--- config.mk ---
export PLATFORM = sky130hd
export DESIGN_NAME = srdsc_ctrl
export DESIGN_NICKNAME = d
export VERILOG_FILES = /design/src/core/srdsc_pkg.sv /design/src/core/srdsc_sync.sv /design/src/core/srdsc_ctrl.sv
export SDC_FILE = /design/constraint.sdc
export NUM_CORES = 1
export LEC_CHECK = 0
export ABC_AREA = 1
export BUFFER_PORTS_ARGS = -buffer_cell sky130_fd_sc_hd__buf_4
export CAP_MARGIN = 20
export CELL_PAD_IN_SITES_DETAIL_PLACEMENT = 1
export CELL_PAD_IN_SITES_GLOBAL_PLACEMENT = 2
export CORE_MARGIN = 2
export CORE_UTILIZATION = 29
export CTS_CLUSTER_SIZE = 24
export DETAILED_ROUTE_END_ITERATION = 10
export GPL_TIMING_DRIVEN = 0
export PLACE_DENSITY_LB_ADDON = 0.1
export SLEW_MARGIN = 20
export SYNTH_ARGS = -nofsm -noshare
export SYNTH_HDL_FRONTEND = slang
export SYNTH_SLANG_ARGS = --single-unit
--- constraint.sdc ---
create_clock -name mclk -period 1.7 [get_ports mclk]
set_input_delay 0.34 -clock mclk [delete_from_list [all_inputs] [get_ports mclk]]
set_output_delay 0.34 -clock mclk [all_outputs]
set_load 0.05 [all_outputs]
--- src/core/srdsc_pkg.sv ---
// Constants, register map and carrier types of the delayed-stop safety relay controller.
// Assumes a 20 MHz system clock and a 32-bit classic Wishbone register bus.
package srdsc_pkg;

	localparam int CLK_HZ   = 20_000_000;
	localparam int MS_PER_S = 1000;
	// Cycles in one millisecond; the top module takes this as an overridable parameter.
	localparam int MS_CYCLES = CLK_HZ / MS_PER_S;

	localparam int ACT_DELAY_MS = 100;
	localparam int DISC_MS      = 50;
	localparam int TEST_MS      = 20;
	localparam logic [6:0] ACT_LAST  = 7'(ACT_DELAY_MS - 1);
	localparam logic [5:0] DISC_LAST = 6'(DISC_MS - 1);
	localparam logic [4:0] TEST_LAST = 5'(TEST_MS - 1);

	localparam int          ADDR_W    = 8;
	localparam logic [7:0]  ADDR_CTRL = 8'h00;
	localparam logic [7:0]  ADDR_DLY  = 8'h04;
	localparam logic [7:0]  ADDR_STAT = 8'h08;
	localparam logic [7:0]  ADDR_IRQS = 8'h0C;
	localparam logic [7:0]  ADDR_IRQM = 8'h10;

	localparam int CTRL_W        = 5;
	localparam int CTRL_DUAL     = 0;
	localparam int CTRL_STARTMON = 1;
	localparam int CTRL_ACTDLY   = 2;
	localparam int CTRL_NOLOCK   = 3;
	localparam int CTRL_GATELOCK = 4;
	localparam int CTRL_FCLR     = 5;
	localparam logic [CTRL_W-1:0] CTRL_RST  = 5'h03;
	localparam logic [15:0]       DELAY_RST = 16'h03E8;

	localparam int EV_W     = 5;
	localparam int EV_ACT   = 0;
	localparam int EV_STOP  = 1;
	localparam int EV_DLYOF = 2;
	localparam int EV_CHF   = 3;
	localparam int EV_STF   = 4;

	localparam int SB_IMM   = 0;
	localparam int SB_DLY   = 1;
	localparam int SB_LOCK  = 2;
	localparam int SB_CHF   = 3;
	localparam int SB_STF   = 4;
	localparam int SB_SAFE  = 5;
	localparam int SB_STATE = 8;

	typedef enum logic [2:0] {
		ST_OFF,
		ST_ARMED,
		ST_RELOCK,
		ST_ACT_WAIT,
		ST_ON
	} srdsc_state_e;

	typedef struct packed {
		logic door1;
		logic door2;
		logic start;
		logic fb;
		logic auto_link;
		logic imm_rb;
		logic dly_rb;
	} srdsc_pins_s;

	typedef struct packed {
		srdsc_state_e      state;
		logic              imm;
		logic              dly;
		logic              lock;
		logic [15:0]       dly_cnt;
		logic [6:0]        act_cnt;
		logic [23:0]       ms_cnt;
		logic [5:0]        disc_cnt;
		logic [4:0]        test_cnt;
		logic              ch_fault;
		logic              st_fault;
		logic              start_q;
		logic              start_open;
		logic [CTRL_W-1:0] ctrl;
		logic [15:0]       delay;
		logic [EV_W-1:0]   irq_stat;
		logic [EV_W-1:0]   irq_mask;
		logic              irq;
		logic              ack;
		logic [31:0]       rdata;
	} srdsc_regs_s;

	localparam srdsc_regs_s REGS_RST = '{state: ST_OFF, ctrl: CTRL_RST, delay: DELAY_RST,
		default: '0};

endpackage

--- src/core/srdsc_sync.sv ---
// Two-flop synchroniser for a group of asynchronous pin levels.
// Assumes the levels are slow compared with the clock; no pulse stretching is done.
`timescale 1ns/1ps
module srdsc_sync #(
	parameter int W = 1
) (
	input  wire logic         mclk,
	input  wire logic         sys_rst,
	input  wire logic [W-1:0] d,
	output logic      [W-1:0] q
);
	typedef struct packed {
		logic [W-1:0] s1;
		logic [W-1:0] s2;
	} srdsc_sync_s;

	srdsc_sync_s r;
	srdsc_sync_s next_r;

	always_comb begin
		next_r.s1 = d;
		next_r.s2 = r.s1;
	end

	always_ff @(posedge mclk) begin
		if (sys_rst) begin
			r <= '0;
		end else begin
			r <= next_r;
		end
	end

	assign q = r.s2;
endmodule

--- src/core/srdsc_ctrl.sv ---
// Delayed-stop safety relay controller with a Wishbone register file.
// Assumes all safety pins are asynchronous and that readback pins mirror the output drivers.
//
// Chosen here: register access over Wishbone and the address map.
`timescale 1ns/1ps
// Functional notes
// [RQ1] Manual start closes both groups only after start press then release with inputs closed.
// [RQ2] Opening the stop or door input drops the immediate group at once.
// [RQ3] After a stop the delayed group stays on for the selected delay, then drops.
// [RQ4] Start is ignored until the delayed group opens, unless the no-lockout variant is chosen.
// [RQ5] With the automatic start link present, outputs close once the safety inputs close.
// [RQ6] Dual channel compares both channels and blocks activation while a fault persists.
// [RQ7] Gate-lock variant energises both lock-release relays once the stop delay ends.
// [RQ8] Gate-lock variant: start first drops lock-release relays, then closes the main group.
// [RQ9] With activation delay chosen, outputs close about 100 ms after a valid release.
// [RQ10] Start monitoring checks press and release and closes 100 ms after release.
// [RQ11] Closed door switches without a release action leave all outputs off; the code keeps both lock-release relays on after a gate-lock stop delay.
// [RQ12] An open contactor feedback loop refuses activation.
// [RQ13] Installer wires every contactor NC auxiliary contact in series into the feedback loop.
// [RQ14] Output drivers are self-tested against their readback; mismatch latches a fault.
// [RQ15] Delay is a down-counter loaded at stop; the delayed group drops at zero.
module srdsc_ctrl #(
	parameter int MS_TICKS = srdsc_pkg::MS_CYCLES
) (
	input  wire logic                        mclk,
	input  wire logic                        sys_rst,
	input  wire logic                        wb_cyc_i,
	input  wire logic                        wb_stb_i,
	input  wire logic                        wb_we_i,
	input  wire logic [srdsc_pkg::ADDR_W-1:0] wb_adr_i,
	input  wire logic [3:0]                  wb_sel_i,
	input  wire logic [31:0]                 wb_dat_i,
	output logic      [31:0]                 wb_dat_o,
	output logic                             wb_ack_o,
	input  wire logic                        door_switch_one,
	input  wire logic                        door_switch_two,
	input  wire logic                        start_button,
	input  wire logic                        feedback_loop_in,
	input  wire logic                        auto_start_link,
	input  wire logic                        immediate_readback,
	input  wire logic                        delayed_readback,
	output logic                             immediate_out,
	output logic                             delayed_out,
	output logic                             lock_release_relay_a,
	output logic                             lock_release_relay_b,
	output logic                             irq
);
	if (MS_TICKS < 2 || MS_TICKS > 16777215) begin : g_chk
		$error("MS_TICKS must lie between 2 and 2**24-1");
	end

	localparam logic [23:0] MS_LAST = 24'(MS_TICKS - 1);

	srdsc_pkg::srdsc_regs_s r;
	srdsc_pkg::srdsc_regs_s next_r;
	srdsc_pkg::srdsc_pins_s pin_raw;
	srdsc_pkg::srdsc_pins_s s;

	assign pin_raw = '{door1: door_switch_one, door2: door_switch_two, start: start_button,
		fb: feedback_loop_in, auto_link: auto_start_link, imm_rb: immediate_readback,
		dly_rb: delayed_readback};

	srdsc_sync #(
		.W($bits(srdsc_pkg::srdsc_pins_s))
	) u_sync (
		.mclk    (mclk),
		.sys_rst (sys_rst),
		.d       (pin_raw),
		.q       (s)
	);

	function automatic logic [31:0] wmerge(input logic [31:0] old, input logic [31:0] dat,
		input logic [3:0] sel);
		logic [31:0] res;
		res = old;
		for (int i = 0; i < 4; i++) begin
			if (sel[i]) begin
				res[i*8 +: 8] = dat[i*8 +: 8];
			end
		end
		return res;
	endfunction

	logic                       ms_tick, safe_ok, run_ok, press, release_ev, restart_ok, need_dly;
	logic                       mismatch, launch, enter_run, acc;
	logic [31:0]                wd, stat;
	logic [srdsc_pkg::EV_W-1:0] ev, clr;

	always_comb begin
		next_r     = r;
		ev         = '0;
		clr        = '0;
		launch     = 1'b0;
		enter_run  = 1'b0;
		wd         = '0;
		ms_tick    = (r.ms_cnt == MS_LAST);
		next_r.ms_cnt = ms_tick ? 24'h000000 : r.ms_cnt + 24'h000001;

		safe_ok    = r.ctrl[srdsc_pkg::CTRL_DUAL] ? (s.door1 & s.door2) : s.door1;
		run_ok     = safe_ok & ~r.ch_fault & ~r.st_fault;
		press      = s.start & ~r.start_q;
		release_ev = ~s.start & r.start_q;
		next_r.start_q = s.start;
		restart_ok = ~r.dly | r.ctrl[srdsc_pkg::CTRL_NOLOCK]; // [RQ4]
		need_dly   = r.ctrl[srdsc_pkg::CTRL_ACTDLY] | r.ctrl[srdsc_pkg::CTRL_STARTMON];

		// A start contact already closed when the inputs closed is not taken as a press.
		if (!run_ok) begin
			next_r.start_open = 1'b0;
		end else if (!s.start) begin
			next_r.start_open = 1'b1; // [RQ10]
		end

		// Channel discrepancy only latches after it has lasted, so contact bounce passes.
		if (r.ctrl[srdsc_pkg::CTRL_DUAL] && (s.door1 ^ s.door2)) begin
			if (ms_tick) begin
				next_r.disc_cnt = r.disc_cnt + 6'h01;
				if (r.disc_cnt == srdsc_pkg::DISC_LAST) begin
					next_r.ch_fault = 1'b1; // [RQ6]
					ev[srdsc_pkg::EV_CHF] = ~r.ch_fault;
				end
			end
		end else begin
			next_r.disc_cnt = '0;
			if (!s.door1 && !s.door2) begin
				next_r.ch_fault = 1'b0;
			end
		end

		mismatch = (s.imm_rb != r.imm) || (s.dly_rb != r.dly);
		if (mismatch) begin
			if (ms_tick) begin
				next_r.test_cnt = r.test_cnt + 5'h01;
				if (r.test_cnt == srdsc_pkg::TEST_LAST) begin
					next_r.st_fault = 1'b1; // [RQ14]
					ev[srdsc_pkg::EV_STF] = ~r.st_fault;
					next_r.test_cnt = '0;
				end
			end
		end else begin
			next_r.test_cnt = '0;
		end

		if (r.dly && r.state != srdsc_pkg::ST_ON && ms_tick) begin
			if (r.dly_cnt == 16'h0000) begin
				next_r.dly = 1'b0; // [RQ15]
				ev[srdsc_pkg::EV_DLYOF] = 1'b1;
				if (r.ctrl[srdsc_pkg::CTRL_GATELOCK]) begin
					next_r.lock = 1'b1; // [RQ7]
				end
			end else begin
				next_r.dly_cnt = r.dly_cnt - 16'h0001; // [RQ3]
			end
		end
		case (r.state)
			srdsc_pkg::ST_OFF: begin
				if (run_ok && s.fb && restart_ok) begin // [RQ12]
					if (s.auto_link) begin
						launch = 1'b1; // [RQ5]
					end else if (press && (r.start_open ||
						!r.ctrl[srdsc_pkg::CTRL_STARTMON])) begin
						next_r.state = srdsc_pkg::ST_ARMED; // [RQ11]
					end
				end
			end
			srdsc_pkg::ST_ARMED: begin
				if (!run_ok || !s.fb || !restart_ok) begin
					next_r.state = srdsc_pkg::ST_OFF;
				end else if (release_ev) begin
					launch = 1'b1; // [RQ1]
				end
			end
			srdsc_pkg::ST_RELOCK: begin
				// The loop is checked again here, since a contactor may weld while the locks drop.
				if (!run_ok || !s.fb) begin // [RQ12]
					next_r.state = srdsc_pkg::ST_OFF;
				end else if (ms_tick) begin
					enter_run = 1'b1; // [RQ8]
				end
			end
			srdsc_pkg::ST_ACT_WAIT: begin
				if (!run_ok || !s.fb) begin
					next_r.state = srdsc_pkg::ST_OFF;
				end else if (ms_tick) begin
					next_r.act_cnt = r.act_cnt + 7'h01;
					if (r.act_cnt == srdsc_pkg::ACT_LAST) begin
						next_r.state = srdsc_pkg::ST_ON; // [RQ9]
						next_r.imm   = 1'b1;
						next_r.dly   = 1'b1;
						ev[srdsc_pkg::EV_ACT] = 1'b1;
					end
				end
			end
			srdsc_pkg::ST_ON: begin
				if (!run_ok) begin
					next_r.state   = srdsc_pkg::ST_OFF;
					next_r.imm     = 1'b0; // [RQ2]
					next_r.dly_cnt = r.delay; // [RQ15]
					ev[srdsc_pkg::EV_STOP] = 1'b1;
				end
			end
			default: begin
				next_r.state = srdsc_pkg::ST_OFF;
				next_r.imm   = 1'b0;
			end
		endcase

		if (launch) begin
			if (r.ctrl[srdsc_pkg::CTRL_GATELOCK] && r.lock) begin
				next_r.lock  = 1'b0; // [RQ8]
				next_r.state = srdsc_pkg::ST_RELOCK;
			end else begin
				enter_run = 1'b1;
			end
		end
		if (enter_run) begin
			if (need_dly) begin
				next_r.state   = srdsc_pkg::ST_ACT_WAIT; // [RQ10]
				next_r.act_cnt = '0;
			end else begin
				next_r.state = srdsc_pkg::ST_ON;
				next_r.imm   = 1'b1;
				next_r.dly   = 1'b1;
				ev[srdsc_pkg::EV_ACT] = 1'b1;
			end
		end
		stat = '0;
		stat[srdsc_pkg::SB_IMM]  = r.imm;
		stat[srdsc_pkg::SB_DLY]  = r.dly;
		stat[srdsc_pkg::SB_LOCK] = r.lock;
		stat[srdsc_pkg::SB_CHF]  = r.ch_fault;
		stat[srdsc_pkg::SB_STF]  = r.st_fault;
		stat[srdsc_pkg::SB_SAFE] = safe_ok;
		stat[srdsc_pkg::SB_STATE +: $bits(srdsc_pkg::srdsc_state_e)] = r.state;
		acc        = wb_cyc_i & wb_stb_i & ~r.ack;
		next_r.ack = acc;
		if (acc && wb_we_i) begin
			case (wb_adr_i)
				srdsc_pkg::ADDR_CTRL: begin
					wd = wmerge(32'(r.ctrl), wb_dat_i, wb_sel_i);
					next_r.ctrl = wd[srdsc_pkg::CTRL_W-1:0];
					if (wd[srdsc_pkg::CTRL_FCLR] && !mismatch) begin
						next_r.st_fault = 1'b0;
					end
				end
				srdsc_pkg::ADDR_DLY: begin
					wd = wmerge(32'(r.delay), wb_dat_i, wb_sel_i);
					next_r.delay = wd[15:0];
				end
				srdsc_pkg::ADDR_IRQS: begin
					wd  = wmerge(32'h00000000, wb_dat_i, wb_sel_i);
					clr = wd[srdsc_pkg::EV_W-1:0];
				end
				srdsc_pkg::ADDR_IRQM: begin
					wd = wmerge(32'(r.irq_mask), wb_dat_i, wb_sel_i);
					next_r.irq_mask = wd[srdsc_pkg::EV_W-1:0];
				end
				default: begin
					wd = '0;
				end
			endcase
		end
		if (acc && !wb_we_i) begin
			case (wb_adr_i)
				srdsc_pkg::ADDR_CTRL: next_r.rdata = 32'(r.ctrl);
				srdsc_pkg::ADDR_DLY:  next_r.rdata = 32'(r.delay);
				srdsc_pkg::ADDR_STAT: next_r.rdata = stat;
				srdsc_pkg::ADDR_IRQS: next_r.rdata = 32'(r.irq_stat);
				srdsc_pkg::ADDR_IRQM: next_r.rdata = 32'(r.irq_mask);
				default:              next_r.rdata = 32'h00000000;
			endcase
		end
		// A new event wins over a clear written in the same cycle.
		next_r.irq_stat = (r.irq_stat & ~clr) | ev;
		next_r.irq      = |(next_r.irq_stat & next_r.irq_mask);
	end

	always_ff @(posedge mclk) begin
		if (sys_rst) begin
			r <= srdsc_pkg::REGS_RST;
		end else begin
			r <= next_r;
		end
	end

	assign wb_dat_o             = r.rdata;
	assign wb_ack_o             = r.ack;
	assign immediate_out        = r.imm;
	assign delayed_out          = r.dly;
	assign lock_release_relay_a = r.lock;
	assign lock_release_relay_b = r.lock;
	assign irq                  = r.irq;
endmodule

# ---- Word-level counts from Yosys, hierarchy flattened
# Cells that the tools add are included.
dict set report totals {
  ff_bits 147
  out_inout_bits 38
  word_cells 185
}
dict set report op_classes {
  addsub 5
  n_eq_ne 18
  mux 79
  bitwise_logic 23
  n_reduce_logical 37
}
# op n
set ops {}
lappend ops {{$pmux 16 s5} 1}
lappend ops {{$mux 5} 10}
lappend ops {{$mux 16} 3}
lappend ops {{$mux 1} 40}
lappend ops {{$mux 7} 5}
lappend ops {{$mux 3} 9}
lappend ops {{$add 24x1->24 const B} 1}
lappend ops {{$eq 24x15->1 const B} 1}
lappend ops {{$mux 18} 1}
lappend ops {{$mux 6} 3}
lappend ops {{$eq 8x4->1 const B} 2}
lappend ops {{$logic_not 16->1} 1}
lappend ops {{$sub 16x1->16 const B} 1}
lappend ops {{$pmux 3 s5} 1}
lappend ops {{$reduce_and 3->1} 4}
lappend ops {{$logic_and 1x1->1} 11}
lappend ops {{$and 5x5->5} 2}
lappend ops {{$not 1->1} 9}
lappend ops {{$eq 8x3->1 const B} 1}
lappend ops {{$eq 8x5->1 const B} 1}
lappend ops {{$logic_not 1->1} 8}
lappend ops {{$logic_not 8->1} 1}
lappend ops {{$reduce_or 2->1} 4}
lappend ops {{$add 7x1->7 const B} 1}
lappend ops {{other kinds (26)} 41}

# ---- Logic depth before layout (Yosys ltp)
# Gate-level depths: netlist of the first run.
dict set report depth {
  depth_word 14
  mapped_depth 13
}

# ---- Cells and area by module
# Synthesis of the first run repeated with hierarchy kept, for this count alone.
dict set report unflattened {
  hier_cells 974
  area_unflattened_um2 6905.4
}
# mod n_inst cells_each area_each_um2 seq_area_each_um2
set by_module_without_submodules {}
lappend by_module_without_submodules {srdsc_ctrl 1 931 6508.7 2342.2}
lappend by_module_without_submodules {srdsc_sync 1 43 396.6 280.3}

# ---- Worst setup path before layout of the first run
# OpenSTA, ideal clock, no wires.
dict set report synth_timing {
  path_kind {register to register}
  start {register r, in the netlist wb_ack_o}
  end {register r, in the netlist wb_dat_o[0]}
  setup_ns 0.117
  arrival_time_ns 1.611
  path_slack_ns -0.028
  path_stages_with_launch 7
  period_less_slack_ns 1.728
  cell_sequence {dfxtp_1 nand3b_1 nor2_2 inv_1 clkbuf_1 nor3_1 nor2_1}
}
dict set report synth_between {
  elab_chain_cells 3
}
# item line_no
set synth_lines {}
lappend synth_lines {{start: declaration} srdsc_ctrl.sv:54} ;# srdsc_pkg::srdsc_regs_s r;
lappend synth_lines {{start signal: assignment} srdsc_ctrl.sv:280} ;# r <= srdsc_pkg::REGS_RST;
lappend synth_lines {{start signal: assignment} srdsc_ctrl.sv:282} ;# r <= next_r;
lappend synth_lines {{$not 1->1} srdsc_ctrl.sv:235} ;# acc = wb_cyc_i & wb_stb_i & ~r.ack;
lappend synth_lines {{$and 1x1->1} srdsc_ctrl.sv:235}
lappend synth_lines {{$logic_and 1x1->1} srdsc_ctrl.sv:263} ;# if (acc && !wb_we_i) begin
# No other way between the ends.
# A chain may end at the register's enable or synchronous reset.

# ---- Final worst setup path of the first run
dict set report layout_timing {
  start {register r[80] (netlist name)}
  end {register r[105] (netlist name)}
}
dict set report layout_between {
  elab_chain_cells 7
  elab_cells_between_ends 11
}
# item line_no
set layout_lines {}
lappend layout_lines {{$eq 24x15->1 *} srdsc_ctrl.sv:96} ;# ms_tick = (r.ms_cnt == MS_LAST);
lappend layout_lines {{$mux 1} srdsc_ctrl.sv:177} ;# end else if (ms_tick) begin
lappend layout_lines {{$mux 1} srdsc_ctrl.sv:175} ;# if (!run_ok || !s.fb) begin
lappend layout_lines {{$mux 1} srdsc_ctrl.sv:155} ;# case (r.state)
lappend layout_lines {{$mux 1} srdsc_ctrl.sv:209} ;# if (r.ctrl[srdsc_pkg::CTRL_GATELOCK] && r.lock) begin
lappend layout_lines {{$mux 1} srdsc_ctrl.sv:208} ;# if (launch) begin
lappend layout_lines {{$mux 7 *} srdsc_ctrl.sv:216} ;# if (enter_run) begin
# Mark *: on every way between the ends. The rest lies on a longest branch, timed or not.

==> impl_metrics.csv, run 1 <==
group,metric,value,unit
critical_path,arrival,2.10,ns
critical_path,r2r_end,"r[105]",
finish,final_cell_mix,"nand2_1, dfxtp_1, buf_4",
critical_path,crit_path_end,"r[105]",
timing,worstMarginPinSlew,0.749,ns
finish,area_growth,32.4,%
floorplan,core_area,23300,um^2
finish,final_common_cell,"nand2_1",
synthesis,netlist_area,6830,um^2
floorplan,pin_count,94,
route,vias,6610,
route,wl_met1,11.3,mm
placed_design,place.gp.congestion,0.793,
floorplan,die-width,157,um
timing,rsz0062_at_grt,"yes",
hold_path,min-delay-start,"start_button",
synthesis,synth_top_cell_by_area,"dfxtp_1",
timing,max_freq,548,MHz
power_and_ir_drop,p_total,0.00713,W
timing,finalSetupViolCount,48,
route,dr.max_layer_used,"met4",
critical_path,critPathMaxFanout,5,
route,drt-pass1-iter-count,4,
clock_tree,cts.clk_slew.worst_paths,0.06,ns
floorplan,fp.dieArea,24800,um^2
critical_path,worst-setup-path-type,"reg -> reg",
synthesis,synthFlopType,"dfxtp_1",
route,routed_via_density,4.59,
flow_run,cap_violations,0,
hold_path,hold_path_class,"in -> reg",
clock_tree,cts_tree,"built",
clock_tree,clock_latency,0.43,ns
clock_tree,htreeDepth,4,
global_route,grt_util_all_layers,18.9,%
finish,diodes,0,
route,postRouteAntennaNets,0,
power_and_ir_drop,p_leak,4.15,nW
clock_tree,cts.sinks,131,
route,wl_per_cell,15.9,um
synthesis,synth_edf_count,0,
critical_path,reg2reg_slack,-0.12,ns
finish,drive_above_1_share,25.4,%
synthesis,synth.area.top_cells,"dfxtp_1, nand2_1, nor2_1, inv_1, nand3_1",
global_route,grt_start_max_net_pins,17,
synthesis,synth_seq_cells,131,
route,dr_wl_met3,461,um
synthesis,ys_async_sr_fraction,0,%
finish,fin_cells,1439,
timing,setup_slack,-0.124,ns
critical_path,r2r_start,"r[80]",
floorplan,fp.dieH,157,um
outcome,status,"complete, but fails checks",
synthesis,syn_avg_cell_area,7.00,um^2
clock_tree,clockBufferDepth,2,
critical_path,start_kind,"flop",
route,drc,0,
route,wl_met2,11.0,mm
timing,min_period_over_period,107,%
critical_path,critPathLaunch,"r[80]",
timing,max_slew_margin,49.9,%
global_route,grt_pass1_wl,35.7,mm
finish,fin_nets,1171,
timing,whs,0.116,ns
power_and_ir_drop,vdd_ir_drop_max,0.494,mV
outcome,violations,"setup timing",
floorplan,start_util,29.4,%
route,drt-total-wl,22.8,mm
critical_path,cp-end-kind,"flop",
synthesis,yosys_warnings,0,
clock_tree,numCtsBuffers,17,
placed_design,numPortBuffers,59,
route,drt_iter0_markers,247,
global_route,grt_overflow,0,
synthesis,yosysSeqAreaShare,38.4,%
synthesis,synth_top_area_share,38.4,%
timing,slew_viol_final,0,
critical_path,crit_required,1.98,ns
floorplan,rows,56,
synthesis,synthCells,976,
timing,finalClockSkew,0.0120,ns
timing,fin_crit,1.82,ns
power_and_ir_drop,p_per_area,789,nW/um^2
clock_tree,ctsHoldBuffers,0,
synthesis,yosys.cell_types.count,49,
critical_path,ff2ff_path_depth,10,
placed_design,dp_hpwl,17.0,mm
timing,hold_viol,0,
global_route,grt_pass1_vias,6603,
clock_tree,clock-root-buffer,"clkbuf_16",
placed_design,placed_cells,1369,
global_route,antenna_found_initial,0,
where the power goes:
group          internal (W)  switching, W  total (W)
Combinational      0.000164      0.000295   0.000459
Clock               0.00210       0.00146    0.00356
Sequential          0.00310     0.0000154    0.00312
Total               0.00536       0.00177    0.00713
repair_timing:
item | in CTS | in global routing
cloned | 2 | 3
gates resized for setup | 77 | 58
endpoints found under the hold margin | 0 | 0
pin swaps | 26 | 23
setup endpoints to repair | 103 | 82
setup buffers | 25 | 10
state kept, by name (all words and copies together), names as in the netlist:
name,count
immediate_out,1
r,96
u_sync.next_r,7
u_sync.q,7
wb_ack_o,1
delayed_out,1
lock_release_relay_a,1
wb_dat_o,16
irq,1
layout make-up:
type,count,area (um^2)
repair buffers,97,783
clock buffers,21,460
plain buffers,55,389
fillers,2953,14200
inverters,130,512
flip-flops and latches,131,2630
multi-input cells,673,3750
repair inverters,2,10.0
clock inverters,11,104
well taps,319,399
Yosys cell counts, types with 2 or more instances:
library cell,count
a211oi_1,2
a21oi_1,50
a22o_1,8
a31oi_1,7
buf_1,2
buf_2,6
buf_4,35
clkbuf_1,14
clkinv_1,2
dfxtp_1,131
ha_1,8
inv_1,122
inv_2,6
nand2_1,185
nand2_2,6
nand3_1,85
nand3_2,5
nand4_1,18
nor2_1,130
nor2_2,11
nor2_4,4
nor3_1,22
nor3b_1,4
nor3b_2,3
nor4_1,6
o211ai_1,13
o21ai_0,35
o21ai_1,2
o21bai_1,6
or2_1,3
or2_2,6
xnor2_1,3
xor2_1,20
layer usage:
metal	up-vias	global-route usage, %
li1	3379	-
met1	3162	25.9
met2	59	31.1
met3	10	3.03
met4	0	4.72
met5	-	0
worst min path at each step:
stage                  endpoint  slack (ns)  depth (start not counted)
3_3_place_gp        u_sync.q[2]        0.39                          2
4_1_cts        u_sync.next_r[4]        0.10                          3
6_report       u_sync.next_r[4]        0.12                          3
3_5_place_dp        u_sync.q[2]        0.40                          2
5_1_grt        u_sync.next_r[2]        0.12                          3
2_1_floorplan       u_sync.q[0]        0.39                          2
cell families (layout without fill, tap and decap cells):
logic type | Yosys count | in the layout | share of synthesized area, %
xor+xnor | 23 | 23 | 2.95
fa+ha+maj | 8 | 8 | 1.47
mux | 1 | 1 | 0.147
flops | 131 | 131 | 38.4
other cells | 1 | 16 | 0.0549
buf+inv | 187 | 316 | 12.3
compound gates | 126 | 126 | 10.7
simple gates | 499 | 499 | 34.0
critical path: stages (launching register included):
cell	delay, ns
dfxtp_2	0.35
ha_4	0.15
nand2_4	0.06
nor2_8	0.14
nand3_4	0.09
nor2_4	0.19
nand4_1	0.20
nand3_2	0.19
nand3_4	0.15
clkinv_4	0.10
nor3_2	0.04
through the flow:
| step | setup TNS (ns) | util (%) | area (um^2) | setup slack (ns) |
|---|---|---|---|---|
| 4_1_cts | -4.29 | 37.7 | 8770 | -0.130 |
| 6_report | -3.15 | 38.9 | 9040 | -0.124 |
| 2_1_floorplan | 0 | - | 6890 | 0.0142 |
| 3_3_place_gp | -35.43 | 33.2 | 7730 | -0.604 |
| 5_1_grt | -11.84 | 38.9 | 9040 | -0.259 |
| 3_5_place_dp | -35.04 | 33.2 | 7730 | -0.577 |
Note: power is estimated with default switching activity, not from simulation.
==> run 2, diff against run 1 <==
--- a/config.mk
+++ b/config.mk
@@ -6,6 +6,7 @@
 export NUM_CORES = 1
 export LEC_CHECK = 0
 export ABC_AREA = 1
+export ABC_CLOCK_PERIOD_IN_PS = 1700
 export BUFFER_PORTS_ARGS = -buffer_cell sky130_fd_sc_hd__buf_4
 export CAP_MARGIN = 20
 export CELL_PAD_IN_SITES_DETAIL_PLACEMENT = 1
==> constraint.sdc (replaced) <==
create_clock -name mclk -period 1.7 [get_ports mclk]
set_input_delay 0.34 -clock mclk [delete_from_list [all_inputs] [get_ports mclk]]
set_output_delay 0.34 -clock mclk [all_outputs]
set_load 0.1 [all_outputs]
==> run 2 against run 1 <==
Net effect:
- sequential share of layout area shrank 0.68 points
- fmax shrank 0.57%
- register-to-register slack about the same
- global-route usage increased by 0.31 points
- sequential cell count is the same
- final area rose by 2.8%
- the flow still finishes with violations (setup timing)
- clock skew grew 0.0030 ns
==> impl_metrics.csv, run 2 (synthesis gave the netlist of run 1 again) <==
group,metric,value,unit
outcome,status,"complete, but fails checks",
outcome,violations,"setup timing",
floorplan,pin_count,94,
power_and_ir_drop,seqPwrFrac,41.3,%
timing,timing.setup.tns,-3.06,ns
clock_tree,cts.clk_slew.worst_paths,0.06,ns
critical_path,crit_required,1.97,ns
critical_path,r2r_end,"r[105]",
power_and_ir_drop,internal_power,0.00558,W
finish,fin_cells,1431,
timing,worstMarginPinSlew,0.720,ns
finish,fin_nets,1163,
hold_path,timing.hold.worst_endpoint,"u_sync.next_r[4]",
power_and_ir_drop,p_total,0.00753,W
critical_path,worst-setup-path-type,"reg -> reg",
critical_path,cpMaxStageDelayCell,"dfxtp_2",
power_and_ir_drop,power.share.clock,51.2,%
critical_path,crit_chain,"ha_4 > nand2_4 > nor2_8 > nand3_4 > nor2_4 > nand4_1 > nand3_2 > nand3_4 > clkinv_4 > nor3_2",
critical_path,start_kind,"flop",
finish,largest_register_ffs,96,
clock_tree,ctsHoldBuffers,0,
global_route,grt_pass1_wl,36.6,mm
floorplan,start_util,29.4,%
global_route,antenna_found_initial,0,
route,routed_via_density,4.63,
power_and_ir_drop,p_sw_share,25.9,%
route,drt-total-wl,23.1,mm
route,postRouteAntennaNets,0,
route,dr_wl_met3,674,um
flow_run,cap_violations,0,
timing,max_slew_margin,51.8,%
finish,drive_above_1_share,29.4,%
floorplan,fp.dieH,157,um
finish,diodes,0,
timing,hold_viol,0,
finish,n_fill_cell,2912,
timing,finalSetupViolCount,38,
placed_design,numPortBuffers,59,
timing,finalClockSkew,0.0149,ns
timing,fin_crit,1.83,ns
power_and_ir_drop,p_leak,4.19,nW
clock_tree,cts_tree,"built",
timing,setup_slack,-0.134,ns
finish,largest-register,"r",
critical_path,r2r_start,"r[81]",
clock_tree,clock_latency,0.42,ns
global_route,grt_overflow,0,
hold_path,min-delay-start,"start_button",
placed_design,dp_hpwl,17.2,mm
finish,area_growth,36.1,%
route,dr.max_layer_used,"met4",
power_and_ir_drop,vdd_ir_drop_max,0.541,mV
critical_path,cp.depth,10,
route,vias,6627,
floorplan,die-width,157,um
timing,max_freq,545,MHz
route,wl_met1,11.5,mm
clock_tree,htreeDepth,4,
route,drc,0,
timing,min_period_over_period,108,%
floorplan,core_area,23300,um^2
critical_path,arrival,2.11,ns
finish,final_util,39.9,%
clock_tree,clock-root-buffer,"clkbuf_16",
placed_design,placed_cells,1369,
power_and_ir_drop,power.switching,0.00195,W
timing,rsz0062_at_grt,"yes",
global_route,grt_pass1_vias,6578,
power_and_ir_drop,power_frac_comb,7.5,%
global_route,grt_util_all_layers,19.2,%
placed_design,place.gp.congestion,0.820,
critical_path,reg2reg_slack,-0.13,ns
clock_tree,numCtsBuffers,17,
floorplan,fp.dieArea,24800,um^2
critical_path,cpMostUsedCell,"nand3_4",
critical_path,ff2ff_path_depth,10,
hold_path,holdPathStages,3,
route,wl_met2,10.8,mm
critical_path,critPathMaxFanout,5,
clock_tree,cts.sinks,131,
critical_path,crit_family,"simple AND/OR/NAND/NOR gates",
power_and_ir_drop,p_per_area,811,nW/um^2
route,wl_per_cell,16.1,um
route,drt_iter0_markers,281,
timing,slew_viol_final,0,
finish,final_cell_mix,"nand2_1, dfxtp_1, inv_1, nor2_1, buf_4",
clock_tree,clockBufferDepth,2,
critical_path,crit_buf_inv,1,
critical_path,cpPeakStageDelay,0.35,ns
finish,final_common_cell,"nand2_1",
floorplan,rows,56,
global_route,grt_start_max_net_pins,17,
critical_path,cp-end-kind,"flop",
route,drt-pass1-iter-count,5,
hold_path,hold_path_class,"in -> reg",
## run 2: changes by cell type in the layout (fill, tap and decap cells not counted), sizes merged
cell / delta
clkinvlp: +2
bufinv: +2
clkbuf: -3
buf: -7
clkinv: -2
## run 2: stage by stage
stage                     area [um^2]  hold WS (ns)  worst slack, ns
after global routing             9290         0.115           -0.250
after floorplan                  6890         0.388           0.0142
after CTS                        8930         0.103           -0.141
final                            9290         0.125           -0.134
after detailed placement         7740         0.397           -0.641
after global placement           7740         0.391           -0.617
## run 2: power by group through the flow
stage | Clock (W) | Sequential, W | Combinational [W]
after floorplan | 0 | 0.00318 | 0.000352
after global placement | 0 | 0.00318 | 0.000524
after detailed placement | 0 | 0.00318 | 0.000525
after CTS | 0.00395 | 0.00311 | 0.000550
after global routing | 0.00409 | 0.00312 | 0.000600
final | 0.00386 | 0.00311 | 0.000562
## run 2: worst max-delay path by stage
stage | from | end | slack (ns)
floorplan | r[80] | r[131] | 0.01
global placement | u_sync.q[5] | r[115] | -0.62
detailed placement | u_sync.q[5] | r[115] | -0.64
CTS | r[81] | r[105] | -0.14
global route | r[97] | r[105] | -0.25
finish | r[81] | r[105] | -0.13
## run 2: tightest hold or removal path: stages
cell and delay (ns):
buf_4 0.07, inv_1 0.03, nor2_1 0.06
## run 2: per-layer routing
metal / global-route usage [%] / up-vias
met1: 27.3 / 3171
met3: 3.22 / 13
met2: 30.6 / 74
met5: 0 / -
li1: - / 3369
met4: 4.16 / 0
## run 2: layout make-up
class	count	area (um^2)	share of cell area, %
Buffer	56	420	4.53
Clock buffer	17	425	4.58
Inverter	130	512	5.51
Multi-Input combinational cell	673	3950	42.5
Sequential cell	131	2640	28.4
Clock inverter	15	183	1.97
Timing Repair Buffer	90	758	8.16
Tap cell	319	399	4.30
## run 2: repair_timing
action | CTS | global route
gates resized for setup | 98 | 93
buffers inserted | 25 | 5
pin swaps | 36 | 30
setup endpoints to repair | 101 | 90
gates cloned | 2 | 0
==> run 3, diff against run 2 <==
--- a/config.mk
+++ b/config.mk
@@ -16,7 +16,7 @@
 export CTS_CLUSTER_SIZE = 24
 export DETAILED_ROUTE_END_ITERATION = 10
 export GPL_TIMING_DRIVEN = 0
-export PLACE_DENSITY_LB_ADDON = 0.1
+export PLACE_DENSITY = 0.87
 export SLEW_MARGIN = 20
 export SYNTH_ARGS = -nofsm -noshare
 export SYNTH_HDL_FRONTEND = slang
==> run 3 against run 2 <==
Net effect:
- the flow still finishes with violations (setup timing)
- via count up 3.3%
- non-clock buffer count up 3
- combinational power down 3.7%
- worst hold slack worse by 0.017 ns
- clock skew down 0.0063 ns
- register-to-register slack better by 0.02 ns
- critical path depth up 1
- die area unchanged
- global-route usage down 1.0 points
- count of clock-buffer cells in the layout up 3
- critical path type unchanged
- largest power group unchanged
==> impl_metrics.csv, run 3 (synthesis gave the netlist of run 1 again) <==
group,metric,value,unit
placed_design,place.gp.congestion,0.803,
clock_tree,clock_latency,0.43,ns
route,drc,0,
global_route,grt_util_all_layers,18.2,%
hold_path,hold_path_class,"in -> reg",
route,routed_via_density,4.77,
outcome,status,"complete, but fails checks",
critical_path,start_kind,"flop",
timing,finalClockSkew,0.00861,ns
critical_path,critPathMaxFanout,3,
global_route,grt_start_max_net_pins,17,
finish,multi_input_area,3930,um^2
timing,setup_slack,-0.119,ns
clock_tree,cts_tree,"built",
critical_path,worst-setup-path-type,"reg -> reg",
power_and_ir_drop,p_sw_share,26.0,%
clock_tree,ctsHoldBuffers,0,
power_and_ir_drop,internal_power,0.00556,W
timing,min_period_over_period,107,%
clock_tree,cts.clk_slew.worst_paths,0.06,ns
finish,final_cell_mix,"nand2_1, buf_4, inv_1",
global_route,grt_util_met3,3.41,%
critical_path,cp-end-kind,"flop",
power_and_ir_drop,power.switching,0.00195,W
route,drt_iter0_markers,296,
power_and_ir_drop,power_frac_comb,7.2,%
placed_design,preCtsSetupSlack,-0.509,ns
finish,fin_nets,1167,
timing,worstMarginPinSlew,0.731,ns
finish,largest-register,"r",
floorplan,start_util,29.4,%
floorplan,fp.dieH,157,um
floorplan,die-width,157,um
finish,final_util,39.8,%
clock_tree,htreeDepth,4,
flow_run,cap_violations,0,
global_route,met1_usage,23.5,%
global_route,antenna_found_initial,0,
placed_design,dpl_cell_area,7740,um^2
route,wl_per_cell,15.6,um
global_route,grt_overflow,0,
timing,timing.setup.tns,-2.09,ns
timing,slew_viol_final,0,
floorplan,rows,56,
route,vias,6847,
global_route,grt_use_met2,31.0,%
timing,rsz0062_at_grt,"yes",
finish,final_common_cell,"nand2_1",
finish,diodes,0,
floorplan,pin_count,94,
finish,drive_above_1_share,29.2,%
timing,fin_crit,1.82,ns
timing,max_freq,550,MHz
timing,hold_viol,0,
outcome,violations,"setup timing",
finish,area_growth,35.6,%
power_and_ir_drop,vdd_ir_drop_max,0.531,mV
critical_path,arrival,2.11,ns
floorplan,core_area,23300,um^2
global_route,grt_pass1_wl,35.1,mm
placed_design,numPortBuffers,59,
timing,max_slew_margin,51.2,%
finish,largest_register_ffs,96,
finish,seq_area,2650,um^2
clock_tree,cts.sinks,131,
power_and_ir_drop,p_per_area,811,nW/um^2
global_route,grt_pass1_vias,6867,
clock_tree,numCtsBuffers,17,
power_and_ir_drop,power.share.clock,51.3,%
clock_tree,clock-root-buffer,"clkbuf_16",
route,drt-total-wl,22.4,mm
power_and_ir_drop,p_leak,4.21,nW
route,postRouteAntennaNets,0,
timing,finalSetupViolCount,31,
floorplan,fp.dieArea,24800,um^2
finish,n_fill_cell,2888,
clock_tree,clockBufferDepth,2,
global_route,top_usage_layer,"met2",
placed_design,dp_hpwl,16.0,mm
route,drt-pass1-iter-count,5,
power_and_ir_drop,seqPwrFrac,41.5,%
critical_path,crit_required,1.99,ns
finish,fin_area,9260,um^2
==> run 3: changes by cell type in the layout (fill, tap and decap cells not counted), sizes merged <==
cell	change
clkbuf	+3
clkinvlp	-1
bufinv	-1
buf	+3
inv	+1
clkinv	-1
==> run 3: final timing paths <==
| check | start | to | slack [ns] | cells past startpoint |
|---|---|---|---|---|
| worst max-delay path | r[80] | r[104] | -0.12 | 11 |
| worst min-delay path | delayed_readback | u_sync.next_r[0] | 0.11 | 3 |
| worst max register to register | r[80] | r[104] | -0.12 | 11 |
| worst min register to register | u_sync.next_r[1] | u_sync.q[1] | 0.41 | 2 |
==> run 3: power by group through the flow <==
stage | combinational [W] | clock [W] | sequential (W)
2_1_floorplan | 0.000352 | 0 | 0.00318
3_3_place_gp | 0.000510 | 0 | 0.00318
3_5_place_dp | 0.000514 | 0 | 0.00318
4_1_cts | 0.000532 | 0.00392 | 0.00311
5_1_grt | 0.000576 | 0.00406 | 0.00312
6_report | 0.000541 | 0.00386 | 0.00311
==> run 3: metrics by stage <==
stage                     hold slack [ns]  std cells  total power (W)
final                               0.108       1435          0.00751
after detailed placement            0.399       1369          0.00369
after global placement              0.393       1369          0.00369
after global routing                0.107       1435          0.00775
after CTS                          0.0920       1419          0.00757
after floorplan                     0.388        991          0.00353
==> run 3: worst max-delay path, cell delays in order, from the launching register on <==
cell and delay, ns:
dfxtp_2 0.35, ha_4 0.15, nand2_4 0.06, nor2_8 0.13, nand3_4 0.11, nor2_4 0.16
nand2_4 0.10, nor3_4 0.25, buf_4 0.15, nand2_1 0.04, o21ai_0 0.11, nor3_2 0.07
==> run 3: repair_timing <==
item / CTS / global route
setup endpoints to repair: 97 / 93
setup buffers: 17 / 17
pin swaps: 28 / 33
gates cloned: 1 / 1
resized for setup: 88 / 92
==> run 3: final cells by class <==
| type | instances | area share, % |
|---|---|---|
| plain buffers | 55 | 4.12 |
| clock buffers | 20 | 5.05 |
| clock inverters | 12 | 1.57 |
| inverters | 130 | 5.45 |
| multi-input cells | 673 | 42.4 |
| flip-flops and latches | 131 | 28.6 |
| well taps | 319 | 4.31 |
| repair buffers | 94 | 8.40 |
| repair inverters | 1 | 0.0811 |
==> run 3: routing by layer <==
layer	vias to the layer above	wire, um
met5	-	0
li1	3368	-
met1	3335	10300
met2	118	11000
met4	0	401
met3	26	731
